[config.mk]
export PLATFORM = sky130hd
export DESIGN_NAME = ssr_top
export DESIGN_NICKNAME = d
export VERILOG_FILES = /design/src/ssr_pkg.sv /design/src/ssr_top.sv /design/src/ssr_sync.sv
export VERILOG_INCLUDE_DIRS = /design/src /design/src/src
export SDC_FILE = /design/constraint.sdc
export NUM_CORES = 1
export LEC_CHECK = 0
export BUFFER_PORTS_ARGS = -buffer_cell sky130_fd_sc_hd__buf_2
export CORE_ASPECT_RATIO = 0.6
export CORE_MARGIN = 2
export CORE_UTILIZATION = 55
export CTS_CLUSTER_DIAMETER = 50
export CTS_CLUSTER_SIZE = 40
export DETAILED_ROUTE_END_ITERATION = 7
export HOLD_SLACK_MARGIN = 0.1
export PLACE_DENSITY = 0.77
export SYNTH_ARGS = -nofsm -noshare
export SYNTH_HDL_FRONTEND = slang
export SYNTH_SLANG_ARGS = --single-unit
[constraint.sdc]
create_clock -name i_clock -period 2.95 [get_ports i_clock]
set_clock_uncertainty 0.15 [all_clocks]
set_input_delay 0.4425 -clock i_clock [delete_from_list [all_inputs] [get_ports i_clock]]
set_output_delay 0.4425 -clock i_clock [all_outputs]
set_load 0.05 [all_outputs]
[src/ssr_map.svh]
// Constants for the serial register load block: lengths, field positions, reset values
//Function
//- Configuration-length transfer end latches shifted byte into configuration register only.
//- Main-divider-length transfer end stores the new bytes into main divider register.
//- Main divider load also copies reference first buffer low bits into second buffer.
//- Main divider load leaves reference first buffer and configuration register untouched.
//- Reference-length transfer stores top three bits directly as reference output select.
//- Reference-length transfer puts low thirteen bits only into first buffer.
//- Clockless enable pulse with serial clock low copies first buffer to second.
//- Reference counter finishes its current count before using a new ratio.
//- Open-drain general output can switch off the front end for standby.
`ifndef SSR_MAP_SVH
`define SSR_MAP_SVH
`define SSR_CNT_W 5
`define SSR_CNT_MAX 5'h1F
`define SSR_LEN_CFG 5'h08
`define SSR_LEN_REF 5'h10
`define SSR_LEN_MAIN 5'h18
`define SSR_LEN_COMMIT 5'h00
`define SSR_SH_W 24
`define SSR_CFG_W 8
`define SSR_RLO_W 13
`define SSR_RSEL_MSB 15
`define SSR_RSEL_LSB 13
`define SSR_RLO_MSB 12
`define SSR_CFG_STBY_BIT 0
`define SSR_CFG_RST 8'h00
`define SSR_MAIN_RST 24'h00_0000
`define SSR_RLO_RST 13'h0001
`define SSR_RSEL_RST 3'h0
`endif

[src/ssr_pkg.sv]
// Types shared by the serial register load block
package ssr_pkg;
  typedef struct packed {
    logic ser_clk;
    logic ser_data;
    logic ser_en_b;
    logic ref_in;
  } ssr_pins_t;

  typedef enum logic [1:0] {
    SSR_IDLE = 2'h1,
    SSR_SHIFT = 2'h2
  } ssr_state_t;
endpackage : ssr_pkg

[src/ssr_top.sv]
// Serial-loaded configuration, main divider and double-buffered reference registers
`include "ssr_map.svh"
module ssr_top
  import ssr_pkg::*;
(
  input wire logic i_clock,
  input wire logic i_rst_b,
  input wire logic i_ser_clk,
  input wire logic i_ser_data,
  input wire logic i_ser_en_b,
  input wire logic i_reference_input,
  output logic [`SSR_CFG_W-1:0] o_config_q,
  output logic [`SSR_SH_W-1:0] o_main_div_q,
  output logic [`SSR_RLO_W-1:0] o_ref_buf1_q,
  output logic [`SSR_RLO_W-1:0] o_ref_ratio_q,
  output logic [2:0] o_ref_sel_q,
  output logic o_phase_compare_q,
  output logic o_cascade_out_q,
  output logic o_gpo_b_q,
  output logic o_gpo_b_oe_q
);
  ssr_pins_t pins_raw;
  ssr_pins_t lvl;
  ssr_pins_t prev_q;
  logic [3:0] lvl_vec;
  ssr_state_t state_q;
  ssr_state_t state_d;
  logic [`SSR_CNT_W-1:0] cnt_q;
  logic [`SSR_SH_W-1:0] sh_q;
  logic clk_low_q;
  logic [`SSR_RLO_W-1:0] ref_cnt_q;

  function automatic logic len_legal(input logic [`SSR_CNT_W-1:0] n);
    len_legal = (n == `SSR_LEN_CFG) || (n == `SSR_LEN_REF) || (n == `SSR_LEN_MAIN);
  endfunction : len_legal

  assign pins_raw = '{ser_clk: i_ser_clk, ser_data: i_ser_data, ser_en_b: i_ser_en_b,
                      ref_in: i_reference_input};

  // Enable idles high; a low reset level would fake a frame after reset
  ssr_sync #(.W(4), .RST(4'h2)) u_sync (
    .i_clock(i_clock),
    .i_rst_b(i_rst_b),
    .i_async(pins_raw),
    .o_level(lvl_vec)
  );
  assign lvl = lvl_vec;

  wire en_act = ~lvl.ser_en_b;
  wire clk_rise = lvl.ser_clk & ~prev_q.ser_clk;
  wire ref_rise = lvl.ref_in & ~prev_q.ref_in;
  wire en_start = (state_q == SSR_IDLE) & en_act;
  wire en_end = (state_q == SSR_SHIFT) & ~en_act;
  wire shift_now = (state_q == SSR_SHIFT) & en_act & clk_rise;
  wire load_cfg = en_end & (cnt_q == `SSR_LEN_CFG);
  wire load_ref = en_end & (cnt_q == `SSR_LEN_REF);
  wire load_main = en_end & (cnt_q == `SSR_LEN_MAIN);
  // A clockless pulse only commits when the clock stayed low all along
  wire commit = en_end & (cnt_q == `SSR_LEN_COMMIT) & clk_low_q;
  wire ref_term = ref_rise & (ref_cnt_q <= `SSR_RLO_W'(1));

  always_comb
  begin
    state_d = state_q;
    unique case (state_q)
      SSR_IDLE: if (en_act) state_d = SSR_SHIFT;
      SSR_SHIFT: if (!en_act) state_d = SSR_IDLE;
    endcase
  end

  always_ff @(posedge i_clock or negedge i_rst_b)
  begin
    if (!i_rst_b)
    begin
      state_q <= SSR_IDLE;
      prev_q <= '0;
    end
    else
    begin
      state_q <= state_d;
      prev_q <= lvl;
    end
  end

  // Edge counting saturates so overlong frames can never alias a legal length
  always_ff @(posedge i_clock or negedge i_rst_b)
  begin
    if (!i_rst_b)
      cnt_q <= '0;
    else if (en_start)
      cnt_q <= '0;
    else if (shift_now && cnt_q != `SSR_CNT_MAX)
      cnt_q <= cnt_q + `SSR_CNT_W'(1);
  end

  always_ff @(posedge i_clock or negedge i_rst_b)
  begin
    if (!i_rst_b)
    begin
      sh_q <= '0;
      o_cascade_out_q <= 1'b0;
    end
    else if (shift_now)
    begin
      sh_q <= {sh_q[`SSR_SH_W-2:0], lvl.ser_data};
      o_cascade_out_q <= sh_q[`SSR_SH_W-1];
    end
  end

  always_ff @(posedge i_clock or negedge i_rst_b)
  begin
    if (!i_rst_b)
      clk_low_q <= 1'b0;
    else if (en_start)
      clk_low_q <= ~lvl.ser_clk;
    else if (lvl.ser_clk)
      clk_low_q <= 1'b0;
  end

  // Any other count at enable end falls through with no load, except a count of 0 with clock low, which commits the ratio
  always_ff @(posedge i_clock or negedge i_rst_b)
  begin
    if (!i_rst_b)
    begin
      o_config_q <= `SSR_CFG_RST;
      o_main_div_q <= `SSR_MAIN_RST;
      o_ref_buf1_q <= `SSR_RLO_RST;
      o_ref_ratio_q <= `SSR_RLO_RST;
      o_ref_sel_q <= `SSR_RSEL_RST;
    end
    else
    begin
      if (load_cfg)
        o_config_q <= sh_q[`SSR_CFG_W-1:0];
      if (load_main)
        o_main_div_q <= sh_q;
      if (load_ref)
      begin
        o_ref_sel_q <= sh_q[`SSR_RSEL_MSB:`SSR_RSEL_LSB];
        o_ref_buf1_q <= sh_q[`SSR_RLO_MSB:0];
      end
      if (load_main || commit)
        o_ref_ratio_q <= o_ref_buf1_q;
    end
  end

  // Reload only at terminal count, so a new ratio waits out the cycle in flight
  always_ff @(posedge i_clock or negedge i_rst_b)
  begin
    if (!i_rst_b)
    begin
      ref_cnt_q <= `SSR_RLO_RST;
      o_phase_compare_q <= 1'b0;
    end
    else
    begin
      o_phase_compare_q <= ref_term;
      if (ref_term)
        ref_cnt_q <= o_ref_ratio_q;
      else if (ref_rise)
        ref_cnt_q <= ref_cnt_q - `SSR_RLO_W'(1);
    end
  end

  // Pin level is fixed low; enable sinks the front-end supply switch in standby
  always_ff @(posedge i_clock or negedge i_rst_b)
  begin
    if (!i_rst_b)
    begin
      o_gpo_b_q <= 1'b0;
      o_gpo_b_oe_q <= 1'b0;
    end
    else
    begin
      o_gpo_b_q <= 1'b0;
      o_gpo_b_oe_q <= o_config_q[`SSR_CFG_STBY_BIT];
    end
  end

  property p_cfg_load;
    @(posedge i_clock) disable iff (!i_rst_b)
    load_cfg |=> o_config_q == $past(sh_q[7:0]) && $stable(o_main_div_q) && $stable(o_ref_buf1_q);
  endproperty
  a_cfg_load: assert property (p_cfg_load) else $error("config load wrong");

  property p_main_load;
    @(posedge i_clock) disable iff (!i_rst_b)
    load_main |=> o_main_div_q == $past(sh_q);
  endproperty
  a_main_load: assert property (p_main_load) else $error("main load wrong");

  property p_main_commit;
    @(posedge i_clock) disable iff (!i_rst_b)
    load_main |=> o_ref_ratio_q == $past(o_ref_buf1_q);
  endproperty
  a_main_commit: assert property (p_main_commit) else $error("ratio not committed");

  property p_main_keeps;
    @(posedge i_clock) disable iff (!i_rst_b)
    load_main |=> $stable(o_ref_buf1_q) && $stable(o_config_q);
  endproperty
  a_main_keeps: assert property (p_main_keeps) else $error("main load disturbed");

  property p_ref_sel;
    @(posedge i_clock) disable iff (!i_rst_b)
    load_ref |=> o_ref_sel_q == $past(sh_q[15:13]);
  endproperty
  a_ref_sel: assert property (p_ref_sel) else $error("ref select wrong");

  property p_ref_buf;
    @(posedge i_clock) disable iff (!i_rst_b)
    load_ref |=> o_ref_buf1_q == $past(sh_q[12:0]) && $stable(o_ref_ratio_q)
      && $stable(o_config_q) && $stable(o_main_div_q);
  endproperty
  a_ref_buf: assert property (p_ref_buf) else $error("ref buffer wrong");

  property p_commit;
    @(posedge i_clock) disable iff (!i_rst_b)
    commit |=> o_ref_ratio_q == $past(o_ref_buf1_q) && $stable(o_ref_buf1_q)
      && $stable(o_config_q) && $stable(o_main_div_q);
  endproperty
  a_commit: assert property (p_commit) else $error("commit wrong");

  property p_ref_finish;
    @(posedge i_clock) disable iff (!i_rst_b)
    ref_rise && ref_cnt_q > 13'h0001 |=> ref_cnt_q == $past(ref_cnt_q) - 13'h0001;
  endproperty
  a_ref_finish: assert property (p_ref_finish) else $error("ref count cut short");

  property p_standby;
    @(posedge i_clock) disable iff (!i_rst_b)
    o_config_q[0] ##1 o_config_q[0] |-> o_gpo_b_oe_q && !o_gpo_b_q;
  endproperty
  a_standby: assert property (p_standby) else $error("standby not driven");

  property p_count;
    @(posedge i_clock) disable iff (!i_rst_b)
    shift_now && cnt_q != 5'h1F |=> cnt_q == $past(cnt_q) + 5'h01;
  endproperty
  a_count: assert property (p_count) else $error("edge count wrong");

  property p_discard;
    @(posedge i_clock) disable iff (!i_rst_b)
    en_end && !len_legal(cnt_q) && !commit |=> $stable(o_config_q) && $stable(o_main_div_q)
      && $stable(o_ref_buf1_q) && $stable(o_ref_ratio_q) && $stable(o_ref_sel_q);
  endproperty
  a_discard: assert property (p_discard) else $error("bad frame loaded");
endmodule : ssr_top

[src/ssr_sync.sv]
// Three-stage pin synchroniser with agreement filter
module ssr_sync #(
  parameter int W = 4,
  // Idle level of each pin, so release of reset shows no false edge
  parameter logic [W-1:0] RST = '0
) (
  input wire logic i_clock,
  input wire logic i_rst_b,
  input wire logic [W-1:0] i_async,
  output logic [W-1:0] o_level
);
  logic [W-1:0] ff1_q;
  logic [W-1:0] ff2_q;
  logic [W-1:0] ff3_q;
  logic [W-1:0] lvl_d;

  // Only agreeing late stages move the level; first stage feeds stage two alone
  assign lvl_d = (ff2_q & ff3_q) | (o_level & (ff2_q | ff3_q));

  always_ff @(posedge i_clock or negedge i_rst_b)
  begin
    if (!i_rst_b)
    begin
      ff1_q <= RST;
      ff2_q <= RST;
      ff3_q <= RST;
      o_level <= RST;
    end
    else
    begin
      ff1_q <= i_async;
      ff2_q <= ff1_q;
      ff3_q <= ff2_q;
      o_level <= lvl_d;
    end
  end
endmodule : ssr_sync

Word level (Yosys, flattened, before mapping)
Cells that the tools add are included.

Register bits: 127. Bits of input ports: 6. Output and inout bits: 65.

Add/subtract/negate cells: 2. Mux-type cells: 9. Order comparisons: 1. Bitwise gates (word level): 20. Eq/ne operators: 8. Reduce and logical (&&, ||, !) cells: 7.

Operator list (count): $mux 13 (2); $le 13x1->1 const B (1); $sub 13x1->13 const B (1); $and 1x1->1 (12); $eq 5x5->1 const B (2); $mux 5 (2); $and 4x4->4 (2); $or 4x4->4 (2); $reduce_bool 2->1 (3); $add 5x1->5 const B (1); $eq 5x4->1 const B (1); $logic_not 5->1 (1); $ne 5x5->1 const B (1); $mux 2 (2); $not 1->1 (4); $pmux 2 s2 (1); $eq 2x1->1 const B (1); $eq 2x2->1 const B (1); $mux 1 (2); $ne 2x1->1 const B (1); $ne 2x2->1 const B (1); $reduce_and 2->1 (1); $logic_and 1x1->1 (1); $logic_or 1x1->1 (1).

Depth between registers and ports, before layout
Depth after elaboration: 6. Depth in mapped cells: 7. Depth with buffers taken out: 6.

By module
A second synthesis with hierarchy kept.

Cells, all modules: 352. Area, all modules: 5171.2 um2.

By module, submodules not included: ssr_top (seq. area each 2782.7 um2, cells an instance 332, times used 1, area each 4720.8 um2); ssr_sync (seq. area each 405.4 um2, cells an instance 20, times used 1, area each 450.4 um2).

Worst setup path before layout
Ideal clock, no wire load.

Path kind: reg-to-reg. Start point: reg u_sync.o_level[1]. End point: reg o_ref_buf1_q[10]. Period minus slack after synthesis: 2.056 ns. Required time: 2.675 ns. Library setup time: 0.125 ns. Buffers on the path: 2. Data arrival time: 1.781 ns. Slack: 0.894 ns. Stages on the path, launching flop included: 7. Path through: dfstp_2 -> buf_2 -> nand2_1 -> nor3_1 -> nand3b_1 -> clkbuf_1 -> mux2_2.

Cells in the longest elaborated chain, start to end: 2.

RTL lines: start: declaration (line ssr_sync.sv:10) `output logic [W-1:0] o_level`; start signal: assignment (line ssr_sync.sv:34) `o_level <= lvl_d;`; $and 1x1->1 (line ssr_top.sv:53) `wire en_end = (state_q == SSR_SHIFT) & ~en_act;`; $and 1x1->1 (line ssr_top.sv:56) `` wire load_ref = en_end & (cnt_q == `SSR_LEN_REF); ``; end signal: assignment (line ssr_top.sv:127) `` o_ref_buf1_q <= `SSR_RLO_RST; ``; end signal: assignment (line ssr_top.sv:140) `` o_ref_buf1_q <= sh_q[`SSR_RLO_MSB:0]; ``; end: declaration (line ssr_top.sv:14) `` output logic [`SSR_RLO_W-1:0] o_ref_buf1_q, ``.

Every way passes these cells. A chain may end at the register's enable or synchronous reset.

Final worst setup path
Start point: reg ref_cnt_q[4]. End point: reg ref_cnt_q[8].

Cells in the longest elaborated chain, start to end: 3.

RTL lines: start: declaration (line ssr_top.sv:31) `` logic [`SSR_RLO_W-1:0] ref_cnt_q; ``; start signal: assignment (line ssr_top.sv:152) `` ref_cnt_q <= `SSR_RLO_RST; ``; start signal: assignment (line ssr_top.sv:159) `ref_cnt_q <= o_ref_ratio_q;`; start signal: assignment (line ssr_top.sv:161) `` ref_cnt_q <= ref_cnt_q - `SSR_RLO_W'(1); ``; $sub 13x1->13 or $le 13x1->1 (tied branches) (line ssr_top.sv:161, ssr_top.sv:60); $mux 13 or $and 1x1->1 (tied branches) (line ssr_top.sv:160, ssr_top.sv:60); $mux 13 or $reduce_bool 2->1 (tied branches).

Several ways; a longest one is shown, not always the timed one. The select of a mux whose other input is x is not followed.

==> flow_summary_export.csv <==
group,metric,value,unit
die,rows,27,
cts,clockRootBuffer,"clkbuf_16",
timing,finalMaxSlewViolations,0,
die,ios,71,
layout,final_common_cell,"dfrtp_1",
setup_path,crit_chain,"or3_1 > nor3_4 > nand2_4 > a221o_2",
setup_path,criticalPathCategory,"register to register",
die,dieArea,10100,µm²
timing,fmax,446,MHz
layout,nFillCells,633,
logic_synthesis,synth_fp_nets,364,
layout,final_layout_size_suffix_gt1_frac,0.476,
routing,drc_errors,0,
routing,vias,3228,
place,numPortBuffers,69,
cts,path_clk_slew,60,ps
setup_path,cpLargestDelayFamily,"simple AND/OR/NAND/NOR gates",
hold_path,hold_path_class,"register to register",
routing,ant_nets,0,
layout,mostFrequentLayoutCells,"119 x dfrtp_1, 86 x mux2_2, 68 x buf_2",
timing,hold_viol_final,0,
global_routing,grt_pass1_vias,3110,
logic_synthesis,synth-async-reset-ratio,1.00,
logic_synthesis,synthesis.area,5120,µm²
logic_synthesis,synthDistinctLibCells,57,
power_and_ir_drop,vdd_drop_max,0.000473,V
place,dp_slack,731,ps
setup_path,crit_slowest_cell,"or3_1",
routing,drt_first_pass_iters,4,
cts,cts-hold-fix-buffers,5,
place,dp_hpwl,6.81,mm
global_routing,antenna_found_initial,0,
cts,cts_sinks,127,
die,die_x,129,µm
run,drv_cap,0,
routing,dr.first_iter.drc_count,191,
setup_path,critPathCaptureType,"register",
power_and_ir_drop,power.leakage,3.18,nW
logic_synthesis,syn-mean-instance-area,14.5,µm²
setup_path,path_max_fanout,10,
layout,design_area,6180,µm²
cts,postCtsSetupBuffers,0,
timing,slew_headroom,0.588,
cts,cts_tree,"done",
global_routing,grt_max_degree,56,
timing,fin_crit,2240,ps
global_routing,globalRouteTotalUtil,0.214,
run_status,status,"finished, final reports clean",
global_routing,grt_overflow,0,
logic_synthesis,synth-main-ff-cell,"dfrtp_1",
logic_synthesis,synth_edf_count,0,
cts,clk_path_buf_depth,2,
setup_path,crit_buf_inv,0,
global_routing,grt_pass1_wl,16.4,mm
power_and_ir_drop,power_density,764,nW/µm²
timing,final-setup-viol-count,0,
timing,rsz0062_at_grt,"false",
layout,diodes,0,
routing,wl,10.0,mm
place,gp_congestion,0.850,
cts,post_cts_resized,0,
routing,wl_per_cell,17.7,µm
routing,viasPerCell,5.70,
timing,worst_slew_pin_slew,612,ps
die,core,9120,µm²
logic_synthesis,syn_inst,353,
logic_synthesis,synth-seq-cells,127,
cts,cts-buffers-inserted,17,
layout,final_nets,448,
setup_path,max_stage_delay,550,ps
timing,fin_crit_sh,0.759,
cts,h-tree-depth,4,
setup_path,required,3090,ps
die,start_util,0.561,
setup_path,reg2reg_slack,710,ps
timing,worst_slack,710,ps
logic_synthesis,yosysSeqAreaShare,0.623,
logic_synthesis,yosys_warnings,0,
die,die_y,78.7,µm
power_and_ir_drop,power.total,0.00473,W
cts,clk_latency,410,ps
setup_path,worst_setup_path_start_kind,"register",
timing,fin_tns_setup,0,ps
layout,area_growth_syn_to_layout,20.8,%
place,placed_cell_area,5570,µm²
setup_path,cp.arrival,2380,ps
[final timing paths]
path                                  from               to  cells after the start
min in group asynchronous          i_rst_b  u_sync.ff1_q[2]                      2
hold / removal             u_sync.ff1_q[3]  u_sync.ff2_q[3]                      0
setup reg to reg              ref_cnt_q[4]     ref_cnt_q[8]                      4
max in group asynchronous          i_rst_b     ref_cnt_q[0]                      3
setup / recovery              ref_cnt_q[4]     ref_cnt_q[8]                      4
hold reg to reg            u_sync.ff1_q[3]  u_sync.ff2_q[3]                      0
[layout make-up]
| type | count | area, µm² | area share |
|---|---|---|---|
| Sequential cell | 127 | 3190 | 0.515 |
| Multi-Input combinational cell | 203 | 1800 | 0.291 |
| Timing Repair Buffer | 81 | 463 | 0.0749 |
| Clock buffer | 18 | 429 | 0.0694 |
| Tap cell | 116 | 145 | 0.0235 |
| Clock inverter | 14 | 133 | 0.0214 |
| Inverter | 7 | 26.3 | 0.00425 |
[metrics by stage]
| stage | hold WS, ps | std cells | utilization |
|---|---|---|---|
| finish | 197 | 566 | 0.678 |
| global route | 199 | 566 | 0.678 |
| CTS | 198 | 566 | 0.678 |
| detailed placement | 185 | 529 | 0.611 |
| global placement | 185 | 529 | 0.611 |
| floorplan | -3.09 | 353 | - |
[flip-flops by register name, summed over array words and instances (netlist names)]
name	count
o_phase_compare_q	1
o_ref_sel_q	3
o_ref_buf1_q	13
u_sync.ff3_q	4
o_ref_ratio_q	13
u_sync.ff2_q	4
state_q	2
ref_cnt_q	13
o_gpo_b_oe_q	1
u_sync.ff1_q	4
cnt_q	5
clk_low_q	1
sh_q	24
prev_q	2
u_sync.o_level	4
o_main_div_q	24
o_config_q	8
o_cascade_out_q	1
[where the power goes]
group | switching (W) | leakage (nW) | total (W) | internal [W]
clock | 0.000795 | 0.268 | 0.00196 | 0.00117
combinational | 0.000391 | 1.23 | 0.000666 | 0.000275
sequential | 0.000188 | 1.69 | 0.00210 | 0.00191
total | 0.00137 | 3.18 | 0.00473 | 0.00335
[worst register-to-register path, delay by kind of cell (launching register included)]
kind / cells / cell delay (ps)
AO/OA/AOI/OAI: 1 / 370
flip-flops: 1 / 440
AND/OR/NAND/NOR: 3 / 1160
[Yosys cell counts, types with 4 or more instances]
cell | number | area [µm²]
nor4_1 | 9 | 56.3
dfstp_2 | 8 | 210
inv_1 | 7 | 26.3
ha_1 | 5 | 62.6
mux2_2 | 86 | 968
dfrtp_1 | 119 | 2980
nor2_1 | 18 | 67.6
a211oi_1 | 4 | 30.0
clkbuf_1 | 7 | 26.3
maj3_1 | 4 | 40.0
nand2_1 | 10 | 37.5
nor3_1 | 5 | 25.0
[logic make-up (layout without fill, tap and decap cells)]
| group | Yosys count | in the layout | synth area share |
|---|---|---|---|
| mux | 88 | 88 | 0.193 |
| other cells | 1 | 1 | 0.000733 |
| flops | 127 | 127 | 0.623 |
| buf+inv | 23 | 120 | 0.0259 |
| compound gates | 29 | 29 | 0.0479 |
| xor+xnor | 3 | 3 | 0.00513 |
| simple gates | 73 | 73 | 0.0843 |
| fa+ha+maj | 9 | 9 | 0.0200 |
[routing by layer]
| layer | share of wire | GRT usage | vias to the layer above | wire length (µm) |
|---|---|---|---|---|
| met1 | 0.49 | 0.319 | 1660 | 4940 |
| met2 | 0.44 | 0.300 | 92 | 4430 |
| met4 | 0.0084 | 0.0685 | 0 | 84 |
| met5 | 0 | 0 | - | 0 |
| met3 | 0.059 | 0.0674 | 9 | 591 |
| li1 | - | - | 1467 | - |
(Power assumes the default switching activity.)
